**config.mk**
```make
export PLATFORM = sky130hd
export DESIGN_NAME = lsu_usb_regs
export DESIGN_NICKNAME = d
export VERILOG_FILES = /design/src/core/lsu_pkg.sv /design/src/core/lsu_fifo.sv /design/src/core/lsu_usb_regs.sv
export SDC_FILE = /design/constraint.sdc
export NUM_CORES = 1
export LEC_CHECK = 0
export BUFFER_PORTS_ARGS = -buffer_cell sky130_fd_sc_hd__buf_2
export CAP_MARGIN = 25
export CORE_ASPECT_RATIO = 1.5
export CORE_MARGIN = 4
export CORE_UTILIZATION = 65
export CTS_BUF_LIST = sky130_fd_sc_hd__clkbuf_8
export DETAILED_ROUTE_END_ITERATION = 10
export GPL_TIMING_DRIVEN = 0
export PLACE_DENSITY = 0.86
export SYNTH_ARGS = -nofsm -noshare
export SYNTH_HDL_FRONTEND = slang
export SYNTH_SLANG_ARGS = --single-unit
```
**constraint.sdc**
```tcl
create_clock -name mclk_i -period 6.1 [get_ports mclk_i]
set_clock_uncertainty 0.15 [all_clocks]
set_input_delay 0 -clock mclk_i [delete_from_list [all_inputs] [get_ports mclk_i]]
set_output_delay 0 -clock mclk_i [all_outputs]
set_load 0.02 [all_outputs]
```
**src/core/lsu_pkg.sv**
```systemverilog
// Package with register map, PID codes, field positions and carrier types of the USB function registers
package lsu_pkg;

  // Register offsets in the special function register space
  localparam logic [7:0] ADDR_PRESCALER = 8'hE1;
  localparam logic [7:0] ADDR_EP12_TXD  = 8'hE6;
  localparam logic [7:0] ADDR_EP0_TXD   = 8'hE7;
  localparam logic [7:0] ADDR_IRQ_FLAGS = 8'hE8;
  localparam logic [7:0] ADDR_IRQ_EN    = 8'hE9;
  localparam logic [7:0] ADDR_EP0_CTRL  = 8'hEA;
  localparam logic [7:0] ADDR_EP12_CTRL = 8'hEB;
  localparam logic [7:0] ADDR_EP_CTRL   = 8'hEC;
  localparam logic [7:0] ADDR_EP0_STAT  = 8'hED;
  localparam logic [7:0] ADDR_DEV_ADDR  = 8'hEE;
  localparam logic [7:0] ADDR_EP0_RXD   = 8'hEF;

  localparam logic [7:0] REG_RESET = 8'h00;

  // Packet identifiers
  localparam logic [3:0] PID_OUT   = 4'h1;
  localparam logic [3:0] PID_IN    = 4'h9;
  localparam logic [3:0] PID_SETUP = 4'hD;
  localparam logic [3:0] PID_DATA0 = 4'h3;
  localparam logic [3:0] PID_DATA1 = 4'hB;
  localparam logic [3:0] PID_ACK   = 4'h2;
  localparam logic [3:0] PID_NAK   = 4'hA;
  localparam logic [3:0] PID_STALL = 4'hE;

  // Field positions
  localparam int CTL_TSEQ  = 7;
  localparam int CTL_STALL = 6;
  localparam int CTL_TXE   = 5;
  localparam int CTL_RXE   = 4;
  localparam int CTL_SEL   = 6;
  localparam int FLG_TXD0  = 4;
  localparam int FLG_RXD0  = 3;
  localparam int EPC_EP2E  = 3;
  localparam int EPC_EP1E  = 2;
  localparam int EPC_STL2  = 1;
  localparam int EPC_STL1  = 0;
  localparam int ADR_EN    = 7;

  localparam logic [3:0] EP_ZERO   = 4'h0;
  localparam logic [3:0] EP_ONE    = 4'h1;
  localparam logic [3:0] EP_TWO    = 4'h2;
  localparam logic [3:0] COUNT_MAX = 4'hF;
  localparam int FIFO_DEPTH = 8;
  localparam int DATA_W     = 8;

  typedef struct packed {
    logic [3:0] pid;
    logic [6:0] addr;
    logic [3:0] ep;
  } lsu_token_type;

  typedef struct packed {
    logic [3:0] pid;
    logic [3:0] len;
    logic [7:0] data;
  } lsu_reply_type;

endpackage : lsu_pkg

```
**src/core/lsu_fifo.sv**
```systemverilog
// Receive byte FIFO with valid/ready on both sides and registered flags
module lsu_fifo #(
  parameter int WIDTH = 8,
  parameter int DEPTH = 8
) (
  input  wire logic             mclk_i,
  input  wire logic             rst_i,
  input  wire logic             in_valid_i,
  output logic                  in_ready_o,
  input  wire logic [WIDTH-1:0] in_data_i,
  output logic                  out_valid_o,
  input  wire logic             out_ready_i,
  output logic [WIDTH-1:0]      out_data_o
);
  localparam int AW = $clog2(DEPTH);

  logic [WIDTH-1:0] mem [DEPTH];
  logic [AW-1:0]    wr_ptr_q;
  logic [AW-1:0]    rd_ptr_q;
  logic [AW:0]      count_q;
  logic [AW:0]      count_d;
  logic             push;
  logic             pop;

  assign push = in_valid_i && in_ready_o;
  assign pop  = out_valid_o && out_ready_i;
  assign out_data_o = mem[rd_ptr_q];

  always_comb begin
    count_d = count_q;
    if (push && !pop) begin
      count_d = count_q + 1'b1;
    end else if (pop && !push) begin
      count_d = count_q - 1'b1;
    end
  end

  always_ff @(posedge mclk_i) begin
    if (push) begin
      mem[wr_ptr_q] <= in_data_i;
    end
  end

  // Flags registered from the next count so both sides see honest full and empty
  always_ff @(posedge mclk_i) begin
    if (rst_i) begin
      wr_ptr_q    <= '0;
      rd_ptr_q    <= '0;
      count_q     <= '0;
      in_ready_o  <= 1'b0;
      out_valid_o <= 1'b0;
    end else begin
      if (push) wr_ptr_q <= (wr_ptr_q == AW'(DEPTH - 1)) ? '0 : wr_ptr_q + 1'b1;
      if (pop) rd_ptr_q <= (rd_ptr_q == AW'(DEPTH - 1)) ? '0 : rd_ptr_q + 1'b1;
      count_q     <= count_d;
      in_ready_o  <= (count_d != (AW+1)'(DEPTH));
      out_valid_o <= (count_d != '0);
    end
  end

  fifo_bound_a: assert property (@(posedge mclk_i) disable iff (rst_i) count_q <= (AW+1)'(DEPTH))
    else $error("fifo count beyond depth");
endmodule : lsu_fifo

```
**src/core/lsu_usb_regs.sv**
```systemverilog
// Low-speed USB function register block: endpoint status, data registers and clock prescaler
// Summary of operation
// Received DATA0/DATA1 PID on endpoint 0 is compared with the expected sequence bit.
// Setup-detect status flag sets when an accepted token carries the SETUP PID.
// IN-detect status flag sets when an accepted token is an IN token.
// OUT-detect status flag sets when an accepted token is an OUT token.
// Low four status bits report bytes received in the latest accepted DATA packet.
// USB tick is the MCU clock halved, then divided by prescaler plus one.
// Software loads the prescaler so the USB tick rate equals 6 MHz.
// Only 12, 24, 36 MHz MCU clocks, with prescaler 0, 1, 2, are supported.
// Eight-bit endpoint 0 receive register plus endpoint 0 and 1/2 transmit registers.
// Endpoint 0 IN gets NAK when transmit enable clear or transmit-done flag set.
// Tokens answered only while function enabled and address field matches.
// Every register clears to zero on system reset.
module lsu_usb_regs (
  input  wire logic                  mclk_i,
  input  wire logic                  rst_i,
  input  wire logic [7:0]            sfr_addr_i,
  input  wire logic                  sfr_wr_i,
  input  wire logic                  sfr_rd_i,
  input  wire logic [7:0]            sfr_wdata_i,
  output logic [7:0]                 sfr_rdata_o,
  input  wire logic                  tok_valid_i,
  input  wire lsu_pkg::lsu_token_type tok_i,
  input  wire logic                  dpid_valid_i,
  input  wire logic [3:0]            dpid_i,
  input  wire logic                  rx_valid_i,
  input  wire logic [7:0]            rx_data_i,
  input  wire logic                  rx_end_i,
  output logic                       rx_ready_o,
  input  wire logic                  ep0_tx_done_i,
  output logic                       reply_valid_o,
  output lsu_pkg::lsu_reply_type     reply_o,
  output logic                       usb_tick_o
);
  typedef enum logic [1:0] {ST_IDLE, ST_WAIT_DATA, ST_COLLECT} lsu_rx_state_type;

  lsu_rx_state_type rx_state_q;
  logic [7:0] usb_clock_prescaler_q;
  logic [7:0] endpoint_one_two_tx_data_q;
  logic [7:0] endpoint_zero_tx_data_q;
  logic [7:0] usb_interrupt_enables_q;
  logic [7:0] endpoint_zero_tx_control_q;
  logic [7:0] endpoint_one_two_tx_control_q;
  logic [7:0] usb_endpoint_control_q;
  logic [7:0] usb_device_address_q;
  logic       rx_sequence_expect_q;
  logic       setup_seen_q;
  logic       in_seen_q;
  logic       out_seen_q;
  logic [3:0] ep0_rx_byte_count_q;
  logic       ep0_transmit_done_flag_q;
  logic       ep0_receive_done_flag_q;
  logic       setup_phase_q;
  logic       accept_q;
  logic [8:0] div_cnt_q;
  logic [8:0] div_last;
  logic       usb_function_enable;
  logic [6:0] device_address_field;
  logic       tok_hit;
  logic       tok_ep0;
  logic       seq_ok;
  logic       take_data;
  logic       push;
  logic       fifo_out_valid;
  logic [7:0] fifo_out_data;
  logic       rxd_pop;
  logic       flags_wr;
  logic [7:0] status_rd;

  function automatic logic wr_hit(input logic [7:0] adr);
    return sfr_wr_i && (sfr_addr_i == adr);
  endfunction : wr_hit

  assign usb_function_enable  = usb_device_address_q[lsu_pkg::ADR_EN];
  assign device_address_field = usb_device_address_q[6:0];
  assign tok_hit = tok_valid_i && usb_function_enable && (tok_i.addr == device_address_field);
  assign tok_ep0 = tok_hit && (tok_i.ep == lsu_pkg::EP_ZERO);
  assign seq_ok  = (dpid_i == lsu_pkg::PID_DATA1) == rx_sequence_expect_q;
  // Refused packets leave the count alone so software still sees the last good length
  assign take_data = seq_ok && (setup_phase_q || (!endpoint_zero_tx_control_q[lsu_pkg::CTL_STALL]
                     && endpoint_zero_tx_control_q[lsu_pkg::CTL_RXE] && !ep0_receive_done_flag_q));
  assign push    = (rx_state_q == ST_COLLECT) && accept_q && rx_valid_i && rx_ready_o;
  assign rxd_pop = sfr_rd_i && (sfr_addr_i == lsu_pkg::ADDR_EP0_RXD) && fifo_out_valid;
  assign flags_wr = wr_hit(lsu_pkg::ADDR_IRQ_FLAGS);
  assign status_rd = {rx_sequence_expect_q, setup_seen_q, in_seen_q, out_seen_q, ep0_rx_byte_count_q};

  // Received bytes wait here until the CPU reads them; a full buffer stalls the receiver
  lsu_fifo #(
    .WIDTH(lsu_pkg::DATA_W),
    .DEPTH(lsu_pkg::FIFO_DEPTH)
  ) u_rx_fifo (
    .mclk_i     (mclk_i),
    .rst_i      (rst_i),
    .in_valid_i (push),
    .in_ready_o (rx_ready_o),
    .in_data_i  (rx_data_i),
    .out_valid_o(fifo_out_valid),
    .out_ready_i(rxd_pop),
    .out_data_o (fifo_out_data)
  );

  // Clock divide: halve, then divide by prescaler+1, giving a period of 2*(p+1)
  assign div_last = {usb_clock_prescaler_q, 1'b1};

  always_ff @(posedge mclk_i) begin
    if (rst_i) begin
      div_cnt_q  <= '0;
      usb_tick_o <= 1'b0;
    end else if (div_cnt_q >= div_last) begin
      div_cnt_q  <= '0;
      usb_tick_o <= 1'b1;
    end else begin
      div_cnt_q  <= div_cnt_q + 1'b1;
      usb_tick_o <= 1'b0;
    end
  end

  // Software-written registers; all clear on reset
  always_ff @(posedge mclk_i) begin
    if (rst_i) begin
      usb_clock_prescaler_q         <= lsu_pkg::REG_RESET;
      endpoint_one_two_tx_data_q    <= lsu_pkg::REG_RESET;
      endpoint_zero_tx_data_q       <= lsu_pkg::REG_RESET;
      usb_interrupt_enables_q       <= lsu_pkg::REG_RESET;
      endpoint_one_two_tx_control_q <= lsu_pkg::REG_RESET;
      usb_endpoint_control_q        <= lsu_pkg::REG_RESET;
      usb_device_address_q          <= lsu_pkg::REG_RESET;
    end else begin
      if (wr_hit(lsu_pkg::ADDR_PRESCALER)) usb_clock_prescaler_q <= sfr_wdata_i;
      if (wr_hit(lsu_pkg::ADDR_EP12_TXD)) endpoint_one_two_tx_data_q <= sfr_wdata_i;
      if (wr_hit(lsu_pkg::ADDR_EP0_TXD)) endpoint_zero_tx_data_q <= sfr_wdata_i;
      if (wr_hit(lsu_pkg::ADDR_IRQ_EN)) usb_interrupt_enables_q <= sfr_wdata_i;
      if (wr_hit(lsu_pkg::ADDR_EP12_CTRL)) endpoint_one_two_tx_control_q <= sfr_wdata_i;
      if (wr_hit(lsu_pkg::ADDR_EP_CTRL)) usb_endpoint_control_q <= {3'h0, sfr_wdata_i[4:0]};
      if (wr_hit(lsu_pkg::ADDR_DEV_ADDR)) usb_device_address_q <= sfr_wdata_i;
    end
  end

  // Endpoint 0 control; a SETUP token lifts a forced stall, overriding a same-cycle write
  always_ff @(posedge mclk_i) begin
    if (rst_i) begin
      endpoint_zero_tx_control_q <= lsu_pkg::REG_RESET;
    end else begin
      if (wr_hit(lsu_pkg::ADDR_EP0_CTRL)) endpoint_zero_tx_control_q <= sfr_wdata_i;
      if (tok_ep0 && tok_i.pid == lsu_pkg::PID_SETUP) endpoint_zero_tx_control_q[lsu_pkg::CTL_STALL] <= 1'b0;
    end
  end

  // Done flags: writing 0 clears, a hardware set in the same cycle wins
  always_ff @(posedge mclk_i) begin
    if (rst_i) begin
      ep0_transmit_done_flag_q <= 1'b0;
      ep0_receive_done_flag_q  <= 1'b0;
    end else begin
      if (ep0_tx_done_i) begin
        ep0_transmit_done_flag_q <= 1'b1;
      end else if (flags_wr && !sfr_wdata_i[lsu_pkg::FLG_TXD0]) begin
        ep0_transmit_done_flag_q <= 1'b0;
      end
      if (rx_state_q == ST_COLLECT && rx_end_i && accept_q) begin
        ep0_receive_done_flag_q <= 1'b1;
      end else if (flags_wr && !sfr_wdata_i[lsu_pkg::FLG_RXD0]) begin
        ep0_receive_done_flag_q <= 1'b0;
      end
    end
  end

  // Endpoint 0 status: last token type and byte count
  always_ff @(posedge mclk_i) begin
    if (rst_i) begin
      rx_sequence_expect_q <= 1'b0;
      setup_seen_q         <= 1'b0;
      in_seen_q            <= 1'b0;
      out_seen_q           <= 1'b0;
      ep0_rx_byte_count_q  <= '0;
    end else begin
      if (wr_hit(lsu_pkg::ADDR_EP0_STAT)) rx_sequence_expect_q <= sfr_wdata_i[7];
      if (tok_ep0) begin
        setup_seen_q <= (tok_i.pid == lsu_pkg::PID_SETUP);
        in_seen_q    <= (tok_i.pid == lsu_pkg::PID_IN);
        out_seen_q   <= (tok_i.pid == lsu_pkg::PID_OUT);
      end
      if (rx_state_q == ST_WAIT_DATA && dpid_valid_i && take_data) begin
        ep0_rx_byte_count_q <= '0;
      end else if (push && ep0_rx_byte_count_q != lsu_pkg::COUNT_MAX) begin
        ep0_rx_byte_count_q <= ep0_rx_byte_count_q + 1'b1;
      end
    end
  end

  // Data phase after OUT or SETUP to endpoint 0
  always_ff @(posedge mclk_i) begin
    if (rst_i) begin
      rx_state_q    <= ST_IDLE;
      setup_phase_q <= 1'b0;
      accept_q      <= 1'b0;
    end else if (tok_ep0 && (tok_i.pid == lsu_pkg::PID_OUT || tok_i.pid == lsu_pkg::PID_SETUP)) begin
      rx_state_q    <= ST_WAIT_DATA;
      setup_phase_q <= (tok_i.pid == lsu_pkg::PID_SETUP);
      accept_q      <= 1'b0;
    end else begin
      case (rx_state_q)
        ST_WAIT_DATA: begin
          if (dpid_valid_i) begin
            rx_state_q <= ST_COLLECT;
            // Wrong sequence means a retried packet: data dropped but still acknowledged
            accept_q <= take_data;
          end
        end
        ST_COLLECT: begin
          if (rx_end_i) rx_state_q <= ST_IDLE;
        end
        default: rx_state_q <= ST_IDLE;
      endcase
    end
  end

  // Handshake or data reply, one cycle after its cause
  always_ff @(posedge mclk_i) begin
    if (rst_i) begin
      reply_valid_o <= 1'b0;
      reply_o       <= '0;
    end else begin
      reply_valid_o <= 1'b0;
      if (rx_state_q == ST_COLLECT && rx_end_i) begin
        reply_valid_o <= 1'b1;
        reply_o       <= '0;
        if (setup_phase_q || accept_q) begin
          reply_o.pid <= lsu_pkg::PID_ACK;
        end else if (endpoint_zero_tx_control_q[lsu_pkg::CTL_STALL]) begin
          reply_o.pid <= lsu_pkg::PID_STALL;
        end else if (!endpoint_zero_tx_control_q[lsu_pkg::CTL_RXE] || ep0_receive_done_flag_q) begin
          reply_o.pid <= lsu_pkg::PID_NAK;
        end else begin
          reply_o.pid <= lsu_pkg::PID_ACK;
        end
      end else if (tok_ep0 && tok_i.pid == lsu_pkg::PID_IN) begin
        reply_valid_o <= 1'b1;
        reply_o       <= '0;
        if (endpoint_zero_tx_control_q[lsu_pkg::CTL_STALL]) begin
          reply_o.pid <= lsu_pkg::PID_STALL;
        end else if (!endpoint_zero_tx_control_q[lsu_pkg::CTL_TXE] || ep0_transmit_done_flag_q) begin
          reply_o.pid <= lsu_pkg::PID_NAK;
        end else begin
          reply_o.pid  <= endpoint_zero_tx_control_q[lsu_pkg::CTL_TSEQ] ? lsu_pkg::PID_DATA1 : lsu_pkg::PID_DATA0;
          reply_o.len  <= endpoint_zero_tx_control_q[3:0];
          reply_o.data <= endpoint_zero_tx_data_q;
        end
      end else if (tok_hit && tok_i.pid == lsu_pkg::PID_IN &&
                   (tok_i.ep == lsu_pkg::EP_ONE || tok_i.ep == lsu_pkg::EP_TWO)) begin
        reply_valid_o <= 1'b1;
        reply_o       <= '0;
        if (tok_i.ep == lsu_pkg::EP_ONE ? usb_endpoint_control_q[lsu_pkg::EPC_STL1]
                                        : usb_endpoint_control_q[lsu_pkg::EPC_STL2]) begin
          reply_o.pid <= lsu_pkg::PID_STALL;
        end else if (!endpoint_one_two_tx_control_q[lsu_pkg::CTL_TXE] ||
                     (endpoint_one_two_tx_control_q[lsu_pkg::CTL_SEL] != (tok_i.ep == lsu_pkg::EP_TWO)) ||
                     !(tok_i.ep == lsu_pkg::EP_ONE ? usb_endpoint_control_q[lsu_pkg::EPC_EP1E]
                                                   : usb_endpoint_control_q[lsu_pkg::EPC_EP2E])) begin
          reply_o.pid <= lsu_pkg::PID_NAK;
        end else begin
          reply_o.pid  <= endpoint_one_two_tx_control_q[lsu_pkg::CTL_TSEQ] ? lsu_pkg::PID_DATA1
                                                                           : lsu_pkg::PID_DATA0;
          reply_o.len  <= endpoint_one_two_tx_control_q[3:0];
          reply_o.data <= endpoint_one_two_tx_data_q;
        end
      end
    end
  end

  // Register read port; unmapped addresses read zero
  always_ff @(posedge mclk_i) begin
    if (rst_i) begin
      sfr_rdata_o <= lsu_pkg::REG_RESET;
    end else if (sfr_rd_i) begin
      if (sfr_addr_i == lsu_pkg::ADDR_PRESCALER) begin
        sfr_rdata_o <= usb_clock_prescaler_q;
      end else if (sfr_addr_i == lsu_pkg::ADDR_EP12_TXD) begin
        sfr_rdata_o <= endpoint_one_two_tx_data_q;
      end else if (sfr_addr_i == lsu_pkg::ADDR_EP0_TXD) begin
        sfr_rdata_o <= endpoint_zero_tx_data_q;
      end else if (sfr_addr_i == lsu_pkg::ADDR_IRQ_FLAGS) begin
        sfr_rdata_o <= {3'h0, ep0_transmit_done_flag_q, ep0_receive_done_flag_q, 3'h0};
      end else if (sfr_addr_i == lsu_pkg::ADDR_IRQ_EN) begin
        sfr_rdata_o <= usb_interrupt_enables_q;
      end else if (sfr_addr_i == lsu_pkg::ADDR_EP0_CTRL) begin
        sfr_rdata_o <= endpoint_zero_tx_control_q;
      end else if (sfr_addr_i == lsu_pkg::ADDR_EP12_CTRL) begin
        sfr_rdata_o <= endpoint_one_two_tx_control_q;
      end else if (sfr_addr_i == lsu_pkg::ADDR_EP_CTRL) begin
        sfr_rdata_o <= usb_endpoint_control_q;
      end else if (sfr_addr_i == lsu_pkg::ADDR_EP0_STAT) begin
        sfr_rdata_o <= status_rd;
      end else if (sfr_addr_i == lsu_pkg::ADDR_DEV_ADDR) begin
        sfr_rdata_o <= usb_device_address_q;
      end else if (sfr_addr_i == lsu_pkg::ADDR_EP0_RXD) begin
        sfr_rdata_o <= fifo_out_valid ? fifo_out_data : lsu_pkg::REG_RESET;
      end else begin
        sfr_rdata_o <= lsu_pkg::REG_RESET;
      end
    end
  end

  tick_period_a: assert property (@(posedge mclk_i) disable iff (rst_i)
    usb_tick_o && usb_clock_prescaler_q == 8'h00 && $stable(usb_clock_prescaler_q) |=> !usb_tick_o ##1 usb_tick_o)
    else $error("tick period wrong for prescaler zero");
  tick_cause_a: assert property (@(posedge mclk_i) disable iff (rst_i)
    usb_tick_o |-> $past(div_cnt_q) >= $past(div_last) && div_cnt_q == 9'h000)
    else $error("tick without terminal count");
  setup_flag_a: assert property (@(posedge mclk_i) disable iff (rst_i)
    tok_ep0 && tok_i.pid == lsu_pkg::PID_SETUP |=> setup_seen_q && !in_seen_q && !out_seen_q)
    else $error("setup flag not set");
  in_flag_a: assert property (@(posedge mclk_i) disable iff (rst_i)
    tok_ep0 && tok_i.pid == lsu_pkg::PID_IN |=> in_seen_q && !setup_seen_q && !out_seen_q)
    else $error("in flag not set");
  out_flag_a: assert property (@(posedge mclk_i) disable iff (rst_i)
    tok_ep0 && tok_i.pid == lsu_pkg::PID_OUT |=> out_seen_q && !setup_seen_q && !in_seen_q)
    else $error("out flag not set");
  byte_count_a: assert property (@(posedge mclk_i) disable iff (rst_i)
    push && ep0_rx_byte_count_q != lsu_pkg::COUNT_MAX |=> ep0_rx_byte_count_q == $past(ep0_rx_byte_count_q) + 4'h1)
    else $error("byte count did not advance");
  seq_check_a: assert property (@(posedge mclk_i) disable iff (rst_i)
    rx_state_q == ST_WAIT_DATA && dpid_valid_i && !seq_ok && !tok_valid_i |=> !accept_q ##0 !push)
    else $error("mismatched sequence accepted");
  in_nak_a: assert property (@(posedge mclk_i) disable iff (rst_i)
    tok_ep0 && tok_i.pid == lsu_pkg::PID_IN && !(rx_state_q == ST_COLLECT && rx_end_i)
    && !endpoint_zero_tx_control_q[lsu_pkg::CTL_STALL]
    && (!endpoint_zero_tx_control_q[lsu_pkg::CTL_TXE] || ep0_transmit_done_flag_q)
    |=> reply_valid_o && reply_o.pid == lsu_pkg::PID_NAK)
    else $error("endpoint 0 IN not refused");
  token_gate_a: assert property (@(posedge mclk_i) disable iff (rst_i)
    tok_valid_i && !usb_function_enable |=> $stable({setup_seen_q, in_seen_q, out_seen_q}))
    else $error("token taken while disabled");
  tx_read_a: assert property (@(posedge mclk_i) disable iff (rst_i)
    sfr_rd_i && sfr_addr_i == lsu_pkg::ADDR_EP0_TXD |=> sfr_rdata_o == $past(endpoint_zero_tx_data_q))
    else $error("transmit data readback wrong");
  reset_clear_a: assert property (@(posedge mclk_i)
    rst_i |=> usb_clock_prescaler_q == 8'h00 && status_rd == 8'h00 && endpoint_zero_tx_control_q == 8'h00
    && usb_device_address_q == 8'h00 && !reply_valid_o && sfr_rdata_o == 8'h00)
    else $error("register not cleared by reset");

endmodule : lsu_usb_regs

```
==> run summary <==
The run finished with clean final reports. The DRC violation total after the first TritonRoute iteration is about 600. The area of the die came out at 15,850 um^2.

The remaining antenna violation count is 0. The layout filler cell count is 954. Data arrives at the worst endpoint at about 2.8 ns.

Dividing total power by cell area gives a power density of 220.6 nW/um^2. The ratio of routed vias to standard cells came out at 6.445. The wire length reported by the detailed router is 25,460 um. The clock sink count came out at about 190. The critical path start-end classification is reg -> reg. The overall die height is 152.2 um. The number of buffers added for setup after CTS is 0. The total overflow left after global routing is 0. The first-pass iteration count of the detailed router came out at 5. The width of the die is 104.1 um. For this run, global-route usage on met2 was measured as 57.77%. The kind of start point of the critical path is a register. The proportion of synthesized chip area in sequential cells came out at about half. For the final routed database, the setup TNS stands at 0 ns. The net count of the finished layout is about 1,100. Derived from the worst setup path, the maximum achievable clock frequency is about 0.36 GHz. The Yosys step of the flow raised 0 warnings. The boundary pin count is 79. The maximum level of the CTS H-tree is 4. The netlist uses just under 80 different library cells. The data required time at the worst endpoint came out at between 6 and 7 ns. Of the cells placed in the final design, the portion with a size suffix greater than 1 is roughly 16%. For this run, design rule violations remaining after detail routing come to 0. The count of pins over their slew limit is 0. The largest net degree at the start of global routing is 17. Setup repair after global routing left no endpoint under its margin. The count of endpoints failing setup in the final report is 0. The leakage power summed over all cells is about 3.7 nW. Routability-driven placement finished with a final weighted congestion of between 1 and 1.5. STA classifies the critical path endpoint as a register. CTS placed an instance of sky130_fd_sc_hd__clkbuf_8 at the clock tree root. The layer flagged by global routing as most heavily used is met2. Clock latency on the worst-skew pair, taken at its later pin, is 0.46 ns. The initial utilization of the core area, before any placement, comes to about two thirds. The pre-CTS setup slack is 3.399 ns.

The via count of the first global-routing pass is ~7,600. The total clock buffers created by CTS came out at 17. The reported max-cap violation count came out at 0.

For this run, the total global-route usage over all layers was measured as between 30% and 40%. The depth of the most critical reg-to-reg path came out at 5. The post-synth net total came out at around 930. The fraction of met3 tracks used by global routing came out at between 6 and 7%.

The relative max-transition margin is around 36%. The cell area after synthesis came out at approximately 9000 um^2. Among all flip-flop cells after synthesis, the most frequent one is sky130_fd_sc_hd__dfxtp_1.

The least setup slack across all paths after layout came out at about 3.3 ns. The placement row count is 52. The path class of the tightest hold or removal check is in -> reg. The share of async-settable or async-resettable flops after synthesis is 0%.

For the pin with the worst max-slew slack, the measured transition is just under 1 ns. The count of endpoints failing hold in the final timing report is 0. The area growth from synthesis to layout came out at 14.22%. The initial antenna violation count came out at 2.

Port buffering added 65 buffers. For met1 alone, demand over resource in global routing was between 30% and 40%. Detailed routing inserted a total of between 7,000 and 8,000 vias. After clock tree synthesis, the clock-pin slew on the worst setup and hold paths is around 0.090 ns.

The detailed-route wire length per cell came out at roughly 22 um. The largest buffer count on any clock path came out at 2. Along the worst hold path, the cell count comes to 5. Along the worst path, the maximum fanout reaches 6. The number of flops mapped to enable cells by yosys is 64. In this run, synthesis produced a sequential element count of ~190. The number of instances in the synthesized netlist is 864. The final critical path time including I/O delays and setup is 2.785 ns. The largest voltage drop on the vdd net came out at ~180 uV. After legalization and detailed placement, the total HPWL measured roughly 18,000 um. The core region is 13,530 um^2.

The share of the clock period used by the worst path after layout is between 40 and 50%. Dividing the synthesized area by the synthesized cell count gives 10.43 um^2. The first global-routing pass estimated ~40,000 um of wire. The TritonCTS clock tree is yes.
==> cell usage in the layout, fill, tap and decap left out, types with 5 or more instances in the layout <==
cell type                         n
sky130_fd_sc_hd__nand2_1         36
sky130_fd_sc_hd__edfxtp_1        64
sky130_fd_sc_hd__xnor2_1         11
sky130_fd_sc_hd__nor3_1          15
sky130_fd_sc_hd__nand3b_1         7
sky130_fd_sc_hd__a2bb2oi_1        5
sky130_fd_sc_hd__a22oi_1         16
sky130_fd_sc_hd__inv_1           29
sky130_fd_sc_hd__nor2b_1          7
sky130_fd_sc_hd__nand3_1         35
sky130_fd_sc_hd__xor2_1          11
sky130_fd_sc_hd__dlygate4sd3_1   36
sky130_fd_sc_hd__clkbuf_8        17
sky130_fd_sc_hd__a31oi_1         12
sky130_fd_sc_hd__o211ai_1         9
sky130_fd_sc_hd__and3_1           7
sky130_fd_sc_hd__buf_2           82
sky130_fd_sc_hd__a211oi_1        12
sky130_fd_sc_hd__nand4_1          6
sky130_fd_sc_hd__ha_1            16
sky130_fd_sc_hd__mux4_2          14
sky130_fd_sc_hd__o22ai_1          6
sky130_fd_sc_hd__a21oi_1         45
sky130_fd_sc_hd__o22a_1           7
sky130_fd_sc_hd__o21ai_1          9
sky130_fd_sc_hd__buf_4            5
sky130_fd_sc_hd__nor2_1         102
sky130_fd_sc_hd__o221ai_1         6
sky130_fd_sc_hd__dfxtp_1        125
sky130_fd_sc_hd__nand2b_1         7
sky130_fd_sc_hd__o22ai_2         10
sky130_fd_sc_hd__mux2i_1         71
sky130_fd_sc_hd__clkbuf_1        38
sky130_fd_sc_hd__nor4_1           6
sky130_fd_sc_hd__o21ai_0         17
==> synth_stat cells, types with 9 or more instances <==
master	count	area, um^2
sky130_fd_sc_hd__o22ai_2	10	125.1
sky130_fd_sc_hd__a21oi_1	45	225.2
sky130_fd_sc_hd__ha_1	16	200.2
sky130_fd_sc_hd__buf_2	15	75.07
sky130_fd_sc_hd__nand3_1	35	175.2
sky130_fd_sc_hd__nor2_1	102	382.9
sky130_fd_sc_hd__dfxtp_1	125	2502
sky130_fd_sc_hd__o21ai_1	9	45.04
sky130_fd_sc_hd__xnor2_1	11	96.34
sky130_fd_sc_hd__clkbuf_1	38	142.6
sky130_fd_sc_hd__edfxtp_1	64	1922
sky130_fd_sc_hd__nand2_1	36	135.1
sky130_fd_sc_hd__mux2i_1	71	710.7
sky130_fd_sc_hd__mux4_2	14	315.3
sky130_fd_sc_hd__a31oi_1	12	75.07
sky130_fd_sc_hd__nor3_1	16	80.08
sky130_fd_sc_hd__inv_1	25	93.84
sky130_fd_sc_hd__o21ai_0	17	85.08
sky130_fd_sc_hd__xor2_1	11	96.34
sky130_fd_sc_hd__o211ai_1	9	67.56
sky130_fd_sc_hd__a211oi_1	12	90.09
sky130_fd_sc_hd__a22oi_1	16	120.1
==> stage by stage <==
| step | hold WS (ns) | cell area (um^2) | util (%) | power (mW) | instances |
|---|---|---|---|---|---|
| 2_1_floorplan | -0.05113 | 9009 | - | 1.471 | 864 |
| 3_3_place_gp | 0.1115 | 9537 | 70.47 | 1.538 | 1091 |
| 3_5_place_dp | 0.1168 | 9592 | 70.88 | 1.540 | 1096 |
| 4_1_cts | 0.0004521 | 10290 | 76.02 | 2.260 | 1164 |
| 5_1_grt | 0.03477 | 10290 | 76.04 | 2.343 | 1165 |
| 6_report | 0.02308 | 10290 | 76.04 | 2.270 | 1165 |
==> per-layer routing <==
layer  vias up  share of wire (%)
met5         -              0.047
li1       3454                  -
met1      3573                 34
met4         2                6.5
met2       372                 52
met3       108                7.1
==> sequential cells by signal, indices dropped and copies added, names as in the netlist, 8 cells and up, named ones only <==
register,cells
endpoint_zero_tx_data_q,8
usb_device_address_q,8
endpoint_zero_tx_control_q,8
usb_interrupt_enables_q,8
usb_clock_prescaler_q,8
u_rx_fifo.mem,64
endpoint_one_two_tx_control_q,8
sfr_rdata_o,8
endpoint_one_two_tx_data_q,8
reply_o,16
div_cnt_q,9
==> worst paths after layout <==
check	start	end	slack, ns
max	accept_q	u_rx_fifo.mem[6][3]	3.32
min	tok_i[12]	in_seen_q	0.02
max reg2reg	accept_q	u_rx_fifo.mem[6][3]	3.32
min reg2reg	out_seen_q	out_seen_q	0.35
==> final cells by class <==
type	count	area [um^2]	share of cell area, %
clock buffer	17	234.0	2.274
multi-input combinational	586	4239	41.20
buffer	60	259.0	2.517
timing repair buffer	106	718.2	6.980
tap	162	202.7	1.970
clock inverter	15	101.3	0.9849
antenna	1	2.502	0.02432
inverter	29	108.9	1.058
sequential	189	4424	43.00
==> where the power goes <==
| part | leakage [nW] | internal, mW | total [mW] | switching, mW |
|---|---|---|---|---|
| clock network | 0.172 | 0.281 | 0.738 | 0.457 |
| logic | 1.93 | 0.0774 | 0.209 | 0.132 |
| registers | 1.58 | 1.31 | 1.32 | 0.0121 |
==> critical path: stages (launching register included) <==
cell and delay, ns:
sky130_fd_sc_hd__dfxtp_1 0.45, sky130_fd_sc_hd__nand4b_1 0.23, sky130_fd_sc_hd__nor2_1 0.44, sky130_fd_sc_hd__nand2_1 0.23, sky130_fd_sc_hd__nor3b_1 0.65, sky130_fd_sc_hd__buf_2 0.32
==> kinds of logic after synthesis <==
family	after synthesis	share of synthesized area (%)
muxes	88	11.76
DFF	189	49.11
adders and majority gates	16	2.222
and+or+nand+nor	275	16.24
buffers and inverters	89	4.083
AOI/OAI and AO/OA	185	14.44
xor gates and xnor gates	22	2.139
==> repair_timing <==
action                                 4_1_cts  5_1_grt
endpoints found under the hold margin      135        0
hold buffers                                36        0
gates resized for setup                      0        0
Power figures use the tool's default switching activity.
